--- config.mk ---
export PLATFORM = sky130hd
export DESIGN_NAME = codec_control_port
export DESIGN_NICKNAME = d
export VERILOG_FILES = /design/src/ccp_pkg.sv /design/src/reg_bus_if.sv /design/src/reg_mem.sv /design/src/spi_rx.sv /design/src/codec_control_port.sv
export SDC_FILE = /design/constraint.sdc
export NUM_CORES = 2
export LEC_CHECK = 0
export BUFFER_PORTS_ARGS = -buffer_cell sky130_fd_sc_hd__buf_2
export CAP_MARGIN = 20
export CORE_ASPECT_RATIO = 1.75
export CORE_MARGIN = 5
export CORE_UTILIZATION = 47
export CTS_BUF_LIST = sky130_fd_sc_hd__clkbuf_8
export DETAILED_ROUTE_END_ITERATION = 6
export PLACE_DENSITY_LB_ADDON = 0.25
export RECOVER_POWER = 25
export SLEW_MARGIN = 20
export SYNTH_ARGS = -nofsm -noshare
export SYNTH_HDL_FRONTEND = slang
export SYNTH_SLANG_ARGS = --single-unit
--- constraint.sdc ---
create_clock -name ref_clk -period 9 [get_ports ref_clk]
set_input_delay 1.8 -clock ref_clk [delete_from_list [all_inputs] [get_ports ref_clk]]
set_output_delay 1.8 -clock ref_clk [all_outputs]
set_load 0.01 [all_outputs]
--- src/ccp_pkg.sv ---
// Shared constants and types of the codec control port.
// How it works
// - After every pair of data bytes in a multi-byte access the register address steps up by one.
// - A start or stop seen on the bus ends whatever command is in progress.
// - A read that follows a new start without a fresh address continues from the current address.
// - A single write is start, device address with write, two address bytes, two data bytes, stop, each acknowledged.
// - A single read writes the address, restarts with read, returns high then low byte, the master nacks the last.
// - An auto-increment read returns the addressed register and then each following one until the master nacks.
// - In serial-peripheral mode the port is a slave using the shared pin as active-low select, clock and data in.
// - The serial-peripheral mode accepts writes only and never drives the data line.
// - When select rises the last 32 bits shifted in give the address (upper half) and the value (lower half).
// - Line output, headphone output and serial audio output stay muted after reset until software unmutes them.
// - Every register has a 16-bit address and 16 bits of data, sent most significant byte first.
// - The port answers the 7-bit address 0n01010 where n is the level of the shared address/select pin.
// - The mode pin low selects the two-wire bus and high selects the serial-peripheral bus.
package ccp_pkg;
    localparam int          ADDR_W       = 16;
    localparam int          DATA_W       = 16;
    localparam int          SPI_FRAME    = 32;
    localparam logic [5:0]  DEV_ADDR_LOW = 6'h0A;
    localparam int          MEM_DEPTH    = 256;
    localparam int          MEM_AW       = 8;
    localparam logic [15:0] MUTE_REG     = 16'h0024;
    localparam int          MUTE_HP_BIT  = 4;
    localparam int          MUTE_LO_BIT  = 8;
    localparam int          MUTE_I2S_BIT = 0;
    localparam logic [15:0] MUTE_RESET   = 16'h0111;

    typedef enum logic [3:0] {
        ST_IDLE, ST_DEVADR, ST_DEVACK, ST_ADRHI, ST_ADRLO, ST_WRHI, ST_WRLO, ST_RDHI, ST_RDLO,
        ST_BYTEACK, ST_MACK, ST_IGNORE
    } tw_state_t;

    function automatic logic [15:0] inc_addr(input logic [15:0] a);
        inc_addr = a + 16'h0001;
    endfunction : inc_addr
endpackage : ccp_pkg

--- src/reg_bus_if.sv ---
// Internal register write and read bus between the control port and its memory.
`timescale 1ns/1ps
interface reg_bus_if;
    logic        wr_en;
    logic [15:0] wr_addr;
    logic [15:0] wr_data;
    logic [15:0] rd_addr;
    logic [15:0] rd_data;
    modport master (output wr_en, output wr_addr, output wr_data, output rd_addr, input rd_data);
    modport slave  (input wr_en, input wr_addr, input wr_data, input rd_addr, output rd_data);
endinterface : reg_bus_if

--- src/reg_mem.sv ---
// Small register memory with registered read data.
`timescale 1ns/1ps
module reg_mem
    import ccp_pkg::*;
(
    input  wire logic ref_clk,
    input  wire logic ce,
    reg_bus_if.slave  bus
);
    logic [15:0] mem_ff [MEM_DEPTH];
    logic [15:0] rd_ff;
    wire  [MEM_AW-1:0] wa = bus.wr_addr[MEM_AW-1:0];
    wire  [MEM_AW-1:0] ra = bus.rd_addr[MEM_AW-1:0];

    // No reset on the array keeps it a plain memory; the mute word is held by the top instead.
    always_ff @(posedge ref_clk) begin
        if (ce && bus.wr_en) begin
            mem_ff[wa] <= bus.wr_data;
        end
        if (ce) begin
            rd_ff <= mem_ff[ra];
        end
    end
    assign bus.rd_data = rd_ff;
endmodule : reg_mem

--- src/spi_rx.sv ---
// Write-only serial-peripheral receiver working on oversampled pins.
`timescale 1ns/1ps
module spi_rx
    import ccp_pkg::*;
(
    input  wire logic        ref_clk,
    input  wire logic        sys_rst,
    input  wire logic        ce,
    input  wire logic        active,
    input  wire logic        sck_s,
    input  wire logic        mosi_s,
    input  wire logic        ss_n_s,
    output logic             frame_valid,
    output logic [15:0]      frame_addr,
    output logic [15:0]      frame_data
);
    logic [31:0] shift_ff;
    logic [5:0]  cnt_ff;
    logic        sck_d_ff;
    logic        ss_d_ff;
    wire         sck_rise = sck_s & ~sck_d_ff;
    wire         ss_rise  = ss_n_s & ~ss_d_ff;

    always_ff @(posedge ref_clk or posedge sys_rst) begin
        if (sys_rst) begin
            shift_ff    <= 32'h00000000;
            cnt_ff      <= 6'h00;
            sck_d_ff    <= 1'b0;
            ss_d_ff     <= 1'b1;
            frame_valid <= 1'b0;
            frame_addr  <= 16'h0000;
            frame_data  <= 16'h0000;
        end else if (ce) begin
            sck_d_ff    <= sck_s;
            ss_d_ff     <= ss_n_s;
            frame_valid <= 1'b0;
            if (!active || ss_n_s) begin
                cnt_ff <= 6'h00;
            end else if (sck_rise) begin
                shift_ff <= {shift_ff[30:0], mosi_s};
                if (cnt_ff != 6'h20) begin
                    cnt_ff <= cnt_ff + 6'h01;
                end
            end
            if (active && ss_rise && cnt_ff == 6'(SPI_FRAME)) begin
                frame_valid <= 1'b1;
                frame_addr  <= shift_ff[31:16];
                frame_data  <= shift_ff[15:0];
            end
        end
    end
endmodule : spi_rx

--- src/codec_control_port.sv ---
// Top of the codec control port: two-wire slave, serial-peripheral receiver and mute state.
`timescale 1ns/1ps
module codec_control_port
    import ccp_pkg::*;
(
    input  wire logic ref_clk,
    input  wire logic sys_rst,
    input  wire logic ce,
    input  wire logic mode_pin,
    input  wire logic ctrl_clk_pin,
    input  wire logic ctrl_data_in,
    output logic      ctrl_data_out,
    output logic      ctrl_data_oe,
    input  wire logic addr_bit_or_slave_select_pin,
    output logic      line_level_output_mute,
    output logic      headphone_output_mute,
    output logic      serial_audio_out_mute
);
    ////////////////////////////////////////////////////////////////////////
    // Pin synchronisers.
    logic [1:0] scl_sy_ff, sda_sy_ff, sel_sy_ff, mode_sy_ff;
    always_ff @(posedge ref_clk or posedge sys_rst) begin
        if (sys_rst) begin
            scl_sy_ff  <= 2'h3;
            sda_sy_ff  <= 2'h3;
            sel_sy_ff  <= 2'h3;
            mode_sy_ff <= 2'h0;
        end else if (ce) begin
            scl_sy_ff  <= {scl_sy_ff[0], ctrl_clk_pin};
            sda_sy_ff  <= {sda_sy_ff[0], ctrl_data_in};
            sel_sy_ff  <= {sel_sy_ff[0], addr_bit_or_slave_select_pin};
            mode_sy_ff <= {mode_sy_ff[0], mode_pin};
        end
    end
    wire scl = scl_sy_ff[1];
    wire sda = sda_sy_ff[1];
    wire sel = sel_sy_ff[1];
    wire spi_mode = mode_sy_ff[1];

    reg_bus_if bus ();
    reg_mem reg_mem_inst (.ref_clk(ref_clk), .ce(ce), .bus(bus));

    logic        spi_valid;
    logic [15:0] spi_addr, spi_data;
    spi_rx spi_rx_inst (
        .ref_clk    (ref_clk),
        .sys_rst    (sys_rst),
        .ce         (ce),
        .active     (spi_mode),
        .sck_s      (scl),
        .mosi_s     (sda),
        .ss_n_s     (sel),
        .frame_valid(spi_valid),
        .frame_addr (spi_addr),
        .frame_data (spi_data)
    );

    ////////////////////////////////////////////////////////////////////////
    // Two-wire bus conditions.
    logic scl_d_ff, sda_d_ff;
    always_ff @(posedge ref_clk or posedge sys_rst) begin
        if (sys_rst) begin
            scl_d_ff <= 1'b1;
            sda_d_ff <= 1'b1;
        end else if (ce) begin
            scl_d_ff <= scl;
            sda_d_ff <= sda;
        end
    end
    wire scl_rise  = scl & ~scl_d_ff;
    wire scl_fall  = ~scl & scl_d_ff;
    wire start_det = scl & scl_d_ff & sda_d_ff & ~sda & ~spi_mode;
    wire stop_det  = scl & scl_d_ff & ~sda_d_ff & sda & ~spi_mode;

    tw_state_t   st_ff, ret_ff;
    logic [7:0]  sh_ff;
    logic [2:0]  bit_ff;
    logic [15:0] addr_ff;
    logic [7:0]  ahi_ff, dhi_ff;
    logic        rnw_ff;
    logic        drv_ff;
    logic        wr_ff;
    logic [15:0] wdat_ff;
    logic [15:0] rbuf_ff;

    wire       addr_hit = sh_ff[7:1] == {1'b0, sel, 5'(DEV_ADDR_LOW)};
    wire [7:0] shifted  = {sh_ff[6:0], sda};
    wire       last_bit = bit_ff == 3'h7;

    ////////////////////////////////////////////////////////////////////////
    // Two-wire slave state machine.
    always_ff @(posedge ref_clk or posedge sys_rst) begin
        if (sys_rst) begin
            st_ff   <= ST_IDLE;
            ret_ff  <= ST_IDLE;
            sh_ff   <= 8'h00;
            bit_ff  <= 3'h0;
            addr_ff <= 16'h0000;
            ahi_ff  <= 8'h00;
            dhi_ff  <= 8'h00;
            rnw_ff  <= 1'b0;
            drv_ff  <= 1'b0;
            wr_ff   <= 1'b0;
            wdat_ff <= 16'h0000;
            rbuf_ff <= 16'h0000;
        end else if (ce) begin
            wr_ff <= 1'b0;
            if (start_det) begin
                st_ff  <= ST_DEVADR;
                ret_ff <= ST_IDLE;
                bit_ff <= 3'h0;
                drv_ff <= 1'b0;
            end else if (stop_det) begin
                st_ff  <= ST_IDLE;
                ret_ff <= ST_IDLE;
                drv_ff <= 1'b0;
            end else begin
                case (st_ff)
                    ST_IDLE, ST_IGNORE: begin
                        drv_ff <= 1'b0;
                    end
                    ST_DEVADR, ST_ADRHI, ST_ADRLO, ST_WRHI, ST_WRLO: begin
                        if (scl_rise) begin
                            sh_ff  <= shifted;
                            bit_ff <= bit_ff + 3'h1;
                        end
                        if (scl_fall && bit_ff == 3'h0 && sh_ff != 8'h00 && ret_ff == st_ff) begin
                            ret_ff <= ST_IDLE;
                        end
                        if (scl_fall && last_bit == 1'b0 && bit_ff == 3'h0 && ret_ff == ST_BYTEACK) begin
                            ret_ff <= ST_IDLE;
                        end
                        if (scl_rise && last_bit) begin
                            st_ff  <= ST_BYTEACK;
                            ret_ff <= st_ff;
                        end
                    end
                    ST_BYTEACK: begin
                        // Acknowledge is driven from the fall after bit eight until the next fall.
                        if (scl_fall && !drv_ff) begin
                            if (ret_ff == ST_DEVADR && !addr_hit) begin
                                st_ff <= ST_IGNORE;
                            end else begin
                                drv_ff <= 1'b1;
                                case (ret_ff)
                                    ST_DEVADR: rnw_ff <= sh_ff[0];
                                    ST_ADRHI:  ahi_ff <= sh_ff;
                                    ST_ADRLO:  addr_ff <= {ahi_ff, sh_ff};
                                    ST_WRHI:   dhi_ff <= sh_ff;
                                    ST_WRLO: begin
                                        wr_ff   <= 1'b1;
                                        wdat_ff <= {dhi_ff, sh_ff};
                                    end
                                    default: ;
                                endcase
                            end
                        end else if (scl_fall && drv_ff) begin
                            drv_ff <= 1'b0;
                            bit_ff <= 3'h0;
                            case (ret_ff)
                                ST_DEVADR: begin
                                    st_ff   <= rnw_ff ? ST_RDHI : ST_ADRHI;
                                    rbuf_ff <= bus.rd_data;
                                    drv_ff  <= rnw_ff & ~bus.rd_data[15];
                                end
                                ST_ADRHI: st_ff <= ST_ADRLO;
                                ST_ADRLO: st_ff <= ST_WRHI;
                                ST_WRHI:  st_ff <= ST_WRLO;
                                ST_WRLO: begin
                                    st_ff   <= ST_WRHI;
                                    addr_ff <= inc_addr(addr_ff);
                                end
                                default: st_ff <= ST_IDLE;
                            endcase
                        end
                    end
                    ST_RDHI, ST_RDLO: begin
                        if (scl_fall) begin
                            bit_ff <= bit_ff + 3'h1;
                            if (last_bit) begin
                                st_ff  <= ST_MACK;
                                ret_ff <= st_ff;
                                drv_ff <= 1'b0;
                            end else begin
                                drv_ff <= ~rbuf_ff[(st_ff == ST_RDHI ? 15 : 7) - 32'(bit_ff) - 1];
                            end
                        end
                    end
                    ST_MACK: begin
                        if (scl_rise && sda) begin
                            st_ff  <= ST_IGNORE;
                            ret_ff <= ST_IDLE;
                            if (ret_ff == ST_RDLO) begin
                                addr_ff <= inc_addr(addr_ff);
                            end
                        end else if (scl_rise) begin
                            sh_ff <= 8'h01;
                        end
                        if (scl_fall && sh_ff == 8'h01) begin
                            sh_ff  <= 8'h00;
                            bit_ff <= 3'h0;
                            if (ret_ff == ST_RDHI) begin
                                st_ff  <= ST_RDLO;
                                drv_ff <= ~rbuf_ff[7];
                            end else begin
                                addr_ff <= inc_addr(addr_ff);
                                st_ff   <= ST_IDLE;
                                ret_ff  <= ST_RDLO;
                            end
                        end
                    end
                    default: st_ff <= ST_IDLE;
                endcase
                // Next word of a continuing read waits two cycles: one for the stepped address to reach
                // the memory and one for its registered read data, else the old word is sent again.
                if (st_ff == ST_IDLE && ret_ff == ST_RDLO) begin
                    ret_ff <= ST_RDHI;
                end else if (st_ff == ST_IDLE && ret_ff == ST_RDHI) begin
                    st_ff   <= ST_RDHI;
                    ret_ff  <= ST_IDLE;
                    rbuf_ff <= bus.rd_data;
                    drv_ff  <= ~bus.rd_data[15];
                end
            end
        end
    end

    ////////////////////////////////////////////////////////////////////////
    // Register writes from either bus and the mute word.
    wire        any_wr   = spi_mode ? spi_valid : wr_ff;
    wire [15:0] any_addr = spi_mode ? spi_addr : addr_ff;
    wire [15:0] any_data = spi_mode ? spi_data : wdat_ff;
    logic [15:0] mute_ff;
    always_ff @(posedge ref_clk or posedge sys_rst) begin
        if (sys_rst) begin
            mute_ff <= MUTE_RESET;
        end else if (ce && any_wr && any_addr == MUTE_REG) begin
            mute_ff <= any_data;
        end
    end

    assign bus.wr_en   = ce & any_wr;
    assign bus.wr_addr = any_addr;
    assign bus.wr_data = any_data;
    assign bus.rd_addr = addr_ff;

    always_ff @(posedge ref_clk or posedge sys_rst) begin
        if (sys_rst) begin
            ctrl_data_oe  <= 1'b0;
            ctrl_data_out <= 1'b0;
        end else if (ce) begin
            ctrl_data_oe  <= drv_ff & ~spi_mode;
            ctrl_data_out <= 1'b0;
        end
    end

    always_ff @(posedge ref_clk or posedge sys_rst) begin
        if (sys_rst) begin
            line_level_output_mute <= 1'b1;
            headphone_output_mute  <= 1'b1;
            serial_audio_out_mute  <= 1'b1;
        end else if (ce) begin
            line_level_output_mute <= mute_ff[MUTE_LO_BIT];
            headphone_output_mute  <= mute_ff[MUTE_HP_BIT];
            serial_audio_out_mute  <= mute_ff[MUTE_I2S_BIT];
        end
    end
endmodule : codec_control_port

Word-level counts from Yosys, hierarchy flattened. Memory sizes are Yosys's and may differ from the RTL's. A register that Yosys moved wholly into a read port is not among the register bits. Index checks and enable logic that the tools add are counted.

Register bits after elaboration: 182. Bits in latches: 0. RAM bits: 4096. ROM bits: 0. Logic and storage cells: 244. Memories: 1.

Memory list: reg_mem_inst.mem_ff (depth 256, width 16, read ports 1, clocked after memory_dff 1, write ports 1, line reg_mem.sv:10) `logic [15:0] mem_ff [MEM_DEPTH];`.

Add/sub/neg operators: 5. $mul: 0. Div/mod/pow operators: 0. $lt $le $gt $ge: 1. Equality and inequality tests: 41. Shift operators: 0. Multiplexer cells: 89. Bitwise gates (word level): 29. Reductions and logical operators: 48.

Operators with widths (number): 16-bit 2-to-1 mux (17); 4-bit 2-to-1 mux (26); 7-bit AND reduction (5); 3-bit inequality test (second input constant) (11); 4-bit by 3-bit == test with 1-bit output (second input constant) (8); 32-bit by 5-bit < comparator with 1-bit output (second input constant) (1); 8-bit 2-to-1 mux (4); 16-bit one-hot mux with 2 select lines (1); 4-bit == test (second input constant) (6); 3-bit 2-to-1 mux (8); 3-bit one-hot mux with 4 select lines (2); 1-bit 2-to-1 mux (23); 4-bit one-hot mux with 5 select lines (1); 1-bit logical AND (19); 6-bit 2-to-1 mux (3); 6-bit inequality test (second input constant) (3); 16-bit by 1-bit adder with 16-bit output (second input constant) (1); 16-bit by 6-bit == test with 1-bit output (second input constant) (1); 8-bit one-hot mux with 2 select lines (1); 8-bit AND reduction (2); 1-bit NOT (15); 1-bit bitwise AND (14); 4-bit one-hot mux with 3 select lines (1); 3-bit AND reduction (3); 27 further kinds (37).

Longest topological paths before layout.
Word-level depth: 14. Gate-level depth with buffers: 13. Gate-level depth less buffers: 9.

By module. Synthesis repeated with hierarchy kept, for this count alone.

Cells, all modules: 8162. Area, all modules: 167584.5 um^2.

Modules (own cells, without submodules): reg_mem (instances 1, cells each 7358, area an instance 158406.9 um^2, sequential area each 123478.4 um^2); codec_control_port (instances 1, cells each 613, area an instance 6239.7 um^2, sequential area each 2595.0 um^2); spi_rx (instances 1, cells each 191, area an instance 2937.8 um^2, sequential area each 1828.0 um^2).

Worst setup path before layout. OpenSTA, ideal clock, no wires.

Path kind: register to register. Start point: register mode_sy_ff[1]. End point: memory reg_mem_inst.mem_ff[0][10], data pin. Data arrival time: 3.512 ns. Required time: 8.445 ns. Setup slack: 4.932 ns. Stages on the path, launching flop included: 6. Path buffers: 4. Path through: dfrtp_1 clkbuf_1 clkbuf_1 buf_1 buf_1 mux2_2.

Cells in the longest elaborated chain, start to end: 1.

Ends and longest elaborated chain: start: declaration (line codec_control_port.sv:21) `logic [1:0] scl_sy_ff, sda_sy_ff, sel_sy_ff, mode_sy_ff;`; start signal: assignment (line codec_control_port.sv:32) `mode_sy_ff <= {mode_sy_ff[0], mode_pin};`; 16-bit 2-to-1 mux (line codec_control_port.sv:232) `wire [15:0] any_data = spi_mode ? spi_data : wdat_ff;`; net any_data[10] (line codec_control_port.sv:232); end: declaration (line reg_mem.sv:10).

The timed path passes the listed nets, and every way through them passes these cells.

Final worst setup path.
Start point: register mode_sy_ff[1]. End point: memory reg_mem_inst.mem_ff[233][11], data pin.

The elaborated chain is that of the path after synthesis.

==> flow_summary_export.csv <==
group,metric,value,unit
timing,rsz0062_at_grt,"no",
timing,setup-violations-final,0,
synthesis,synth-edff-count,4112,
clock_tree,cts_tree,"done",
synthesis,synth_ff_type,"edfxtp_1",
clock_tree,cts_root_buffer,"clkbuf_8",
route,drtIter0Drc,8868,
global_route,grt_pass1_vias,87500,
setup_path,critPathKind,"flop to flop",
synthesis,synth.avg_cell_area,20.6,um2
synthesis,synth_cell_type_count,81,
timing,final.period_utilization,77.8,%
synthesis,synth_seq_cells,4288,
cells_and_area,final_cell_mix,"edfxtp_1, mux4_2, clkbuf_8",
pwr,peakVddDrop,0.153,mV
clock_tree,clock_latency,1090,ps
setup_path,path_buf_inv,3,
timing,slew_violations,669,
setup_path,cp_cell_sequence,"clkbuf_1 > mux2_1 > buf_12 > buf_16",
setup_path,critical_path.max_fanout,133,
clock_tree,clock_path_buffers,4,
route,wl_per_cell,33.8,um
timing,finalHoldViolations,0,
global_route,gr-total-overflow,0,
clock_tree,hold_buffers,0,
place,placed_cells,12700,
cells_and_area,area_growth,10.8,%
synthesis,synth_top_area_cell,"edfxtp_1",
synthesis,ys_seq_area_share,76.7,%
setup_path,crit_required,9650,ps
synthesis,async_flop_share,4.10,%
clock_tree,post_cts_buffers,0,
timing,tns,0,ps
clock_tree,cts_made_buffers,591,
cells_and_area,final_nets,8609,
synthesis,yosys_warnings,0,
timing,slew_headroom,-254,%
clock_tree,cts_htree_levels,6,
die,start_util,47.1,%
setup_path,crit_cells,4,
setup_path,rr_worst_depth,4,
cells_and_area,drive_gt1_share,24.6,%
route,post-route-drc-count,0,
die,rows,289,
timing,tightestPinTransition,5280,ps
die,ios,12,
cells_and_area,postLayoutCellArea,185000,um2
timing,hold_ws,474,ps
min_path,min_path_cells,1,
synthesis,syn_inst,8086,
setup_path,cp_top_family,"multiplexers",
setup_path,crit_path_start_kind,"flop",
setup_path,end_kind,"flop",
route,drt-total-wl,464000,um
place,placed_cell_area,174000,um2
setup_path,critical_path_arrival,7660,ps
cells_and_area,final_common_cell,"edfxtp_1",
route,ant_nets,0,
global_route,grt_max_degree,170,
global_route,grt_usage,25.0,%
place,port_buffers,10,
route,via_count,84800,
die,die-area,367000,um2
outcome,outcome,"finished with violations",
die,die-height,798,um
cells_and_area,fin_util,52.2,%
clock_tree,clk_pin_slew,70,ps
global_route,antenna_found_initial,16,
outcome,violations,"max-capacitance violations, max-slew violations",
synthesis,synthTopCellsByArea,"edfxtp_1, mux4_2, mux2i_1",
timing,finalCriticalPeriod,7000,ps
setup_path,slowest_delay,2440,ps
job,maxCapViolCount,11,
die,die-width,460,um
timing,clock-skew-final,68.0,ps
place,hpwl,285000,um
pwr,p_leak,62.0,nW
route,first_pass_iters,5,
setup_path,crit_slowest_cell,"mux2_1",
global_route,grt_pass1_wl,654000,um
cells_and_area,n_fill_cell,27500,
place,gp_congestion,0.906,
min_path,hold_class,"flop to flop",
cells_and_area,final_cells,13700,
die,core,354000,um2
synthesis,synth_fp_nets,8100,
pwr,powerDensity,213,nW/um2
clock_tree,clkSinkCount,4288,
synthesis,syn_area,167000,um2
synthesis,synth_top_area_share,74.1,%
clock_tree,postCtsResizedCells,0,
timing,max_clock_freq,143,MHz
route,viasPerCell,6.19,
## layer usage
metal  vias up  part of all wire (%)  track usage [%]
met4         8                   8.2             16.5
li1      34900                     -                -
met1     45100                    33             27.8
met5         -                 0.013                0
met3      1093                   5.6             3.25
met2      3728                    53             45.0
## sequential cells by signal (all words and copies together) (netlist names), 4 cells and up
name                      count
addr_ff                      16
ahi_ff                        8
dhi_ff                        8
rbuf_ff                      16
reg_mem_inst.bus.rd_data     16
reg_mem_inst.mem_ff        4096
ret_ff                        4
sh_ff                         8
spi_rx_inst.cnt_ff            6
spi_rx_inst.frame_addr       16
spi_rx_inst.frame_data       16
spi_rx_inst.shift_ff         32
st_ff                         4
wdat_ff                      16
## through the flow
stage          power, mW  worst slack, ps
3_3_place_gp        25.6             3100
5_1_grt             40.7             1720
4_1_cts             39.7             3450
2_1_floorplan       24.8             2450
3_5_place_dp        25.6             3480
6_report            39.4             2000
## cell usage after synthesis (17+ instances only)
cell type,number
nor3_1,111
o22ai_1,100
nor4_1,25
buf_4,59
o21ai_0,160
inv_1,26
mux2_2,137
a21oi_1,183
a221oi_1,59
o221ai_1,256
mux2i_1,482
a311oi_1,17
nor2_1,308
or4_1,20
and3_1,34
nand2_1,245
clkbuf_1,257
nand3_1,38
o211ai_1,24
mux4_2,836
edfxtp_1,4112
buf_2,85
o32ai_1,22
buf_6,46
buf_1,44
dfrtp_1,161
a22o_1,18
o22a_1,31
## worst paths after layout
path | slack, ps | startpoint | to
setup / recovery | 2000 | mode_sy_ff[1] | reg_mem_inst.mem_ff[233][11]
hold / removal | 470 | reg_mem_inst.bus.rd_data[2] | rbuf_ff[2]
setup reg to reg | 2000 | mode_sy_ff[1] | reg_mem_inst.mem_ff[233][11]
hold reg to reg | 470 | reg_mem_inst.bus.rd_data[2] | rbuf_ff[2]
max in group asynchronous | 3340 | sys_rst | spi_rx_inst.frame_addr[15]
min in group asynchronous | 2330 | sys_rst | mode_sy_ff[0]
## cell type report
type	instances	area [um2]	share of cell area (%)
multi-input cells	3273	36500	19.8
well taps	4656	5830	3.15
clock inverters	426	2400	1.30
inverters	29	123	0.0664
repair buffers	412	3330	1.81
clock buffers	620	8530	4.62
flip-flops and latches	4288	128000	69.3
diodes	11	27.5	0.0149
## cell families after synthesis
| kind of cell | share of synthesized area, % |
|---|---|
| simple gates | 2.29 |
| flops | 76.7 |
| other cells | 0.00225 |
| compound gates | 4.00 |
| buf+inv | 1.62 |
| xor+xnor | 0.0788 |
| fa+ha+maj | 0.0526 |
| mux | 15.2 |
## power by group
part           internal (mW)  total (mW)  switching (mW)
Combinational           1.42        3.32            1.90
Sequential              21.6        21.8           0.162
Clock                   7.05        14.3            7.21
No activity file was read; power rests on OpenSTA's default activity.
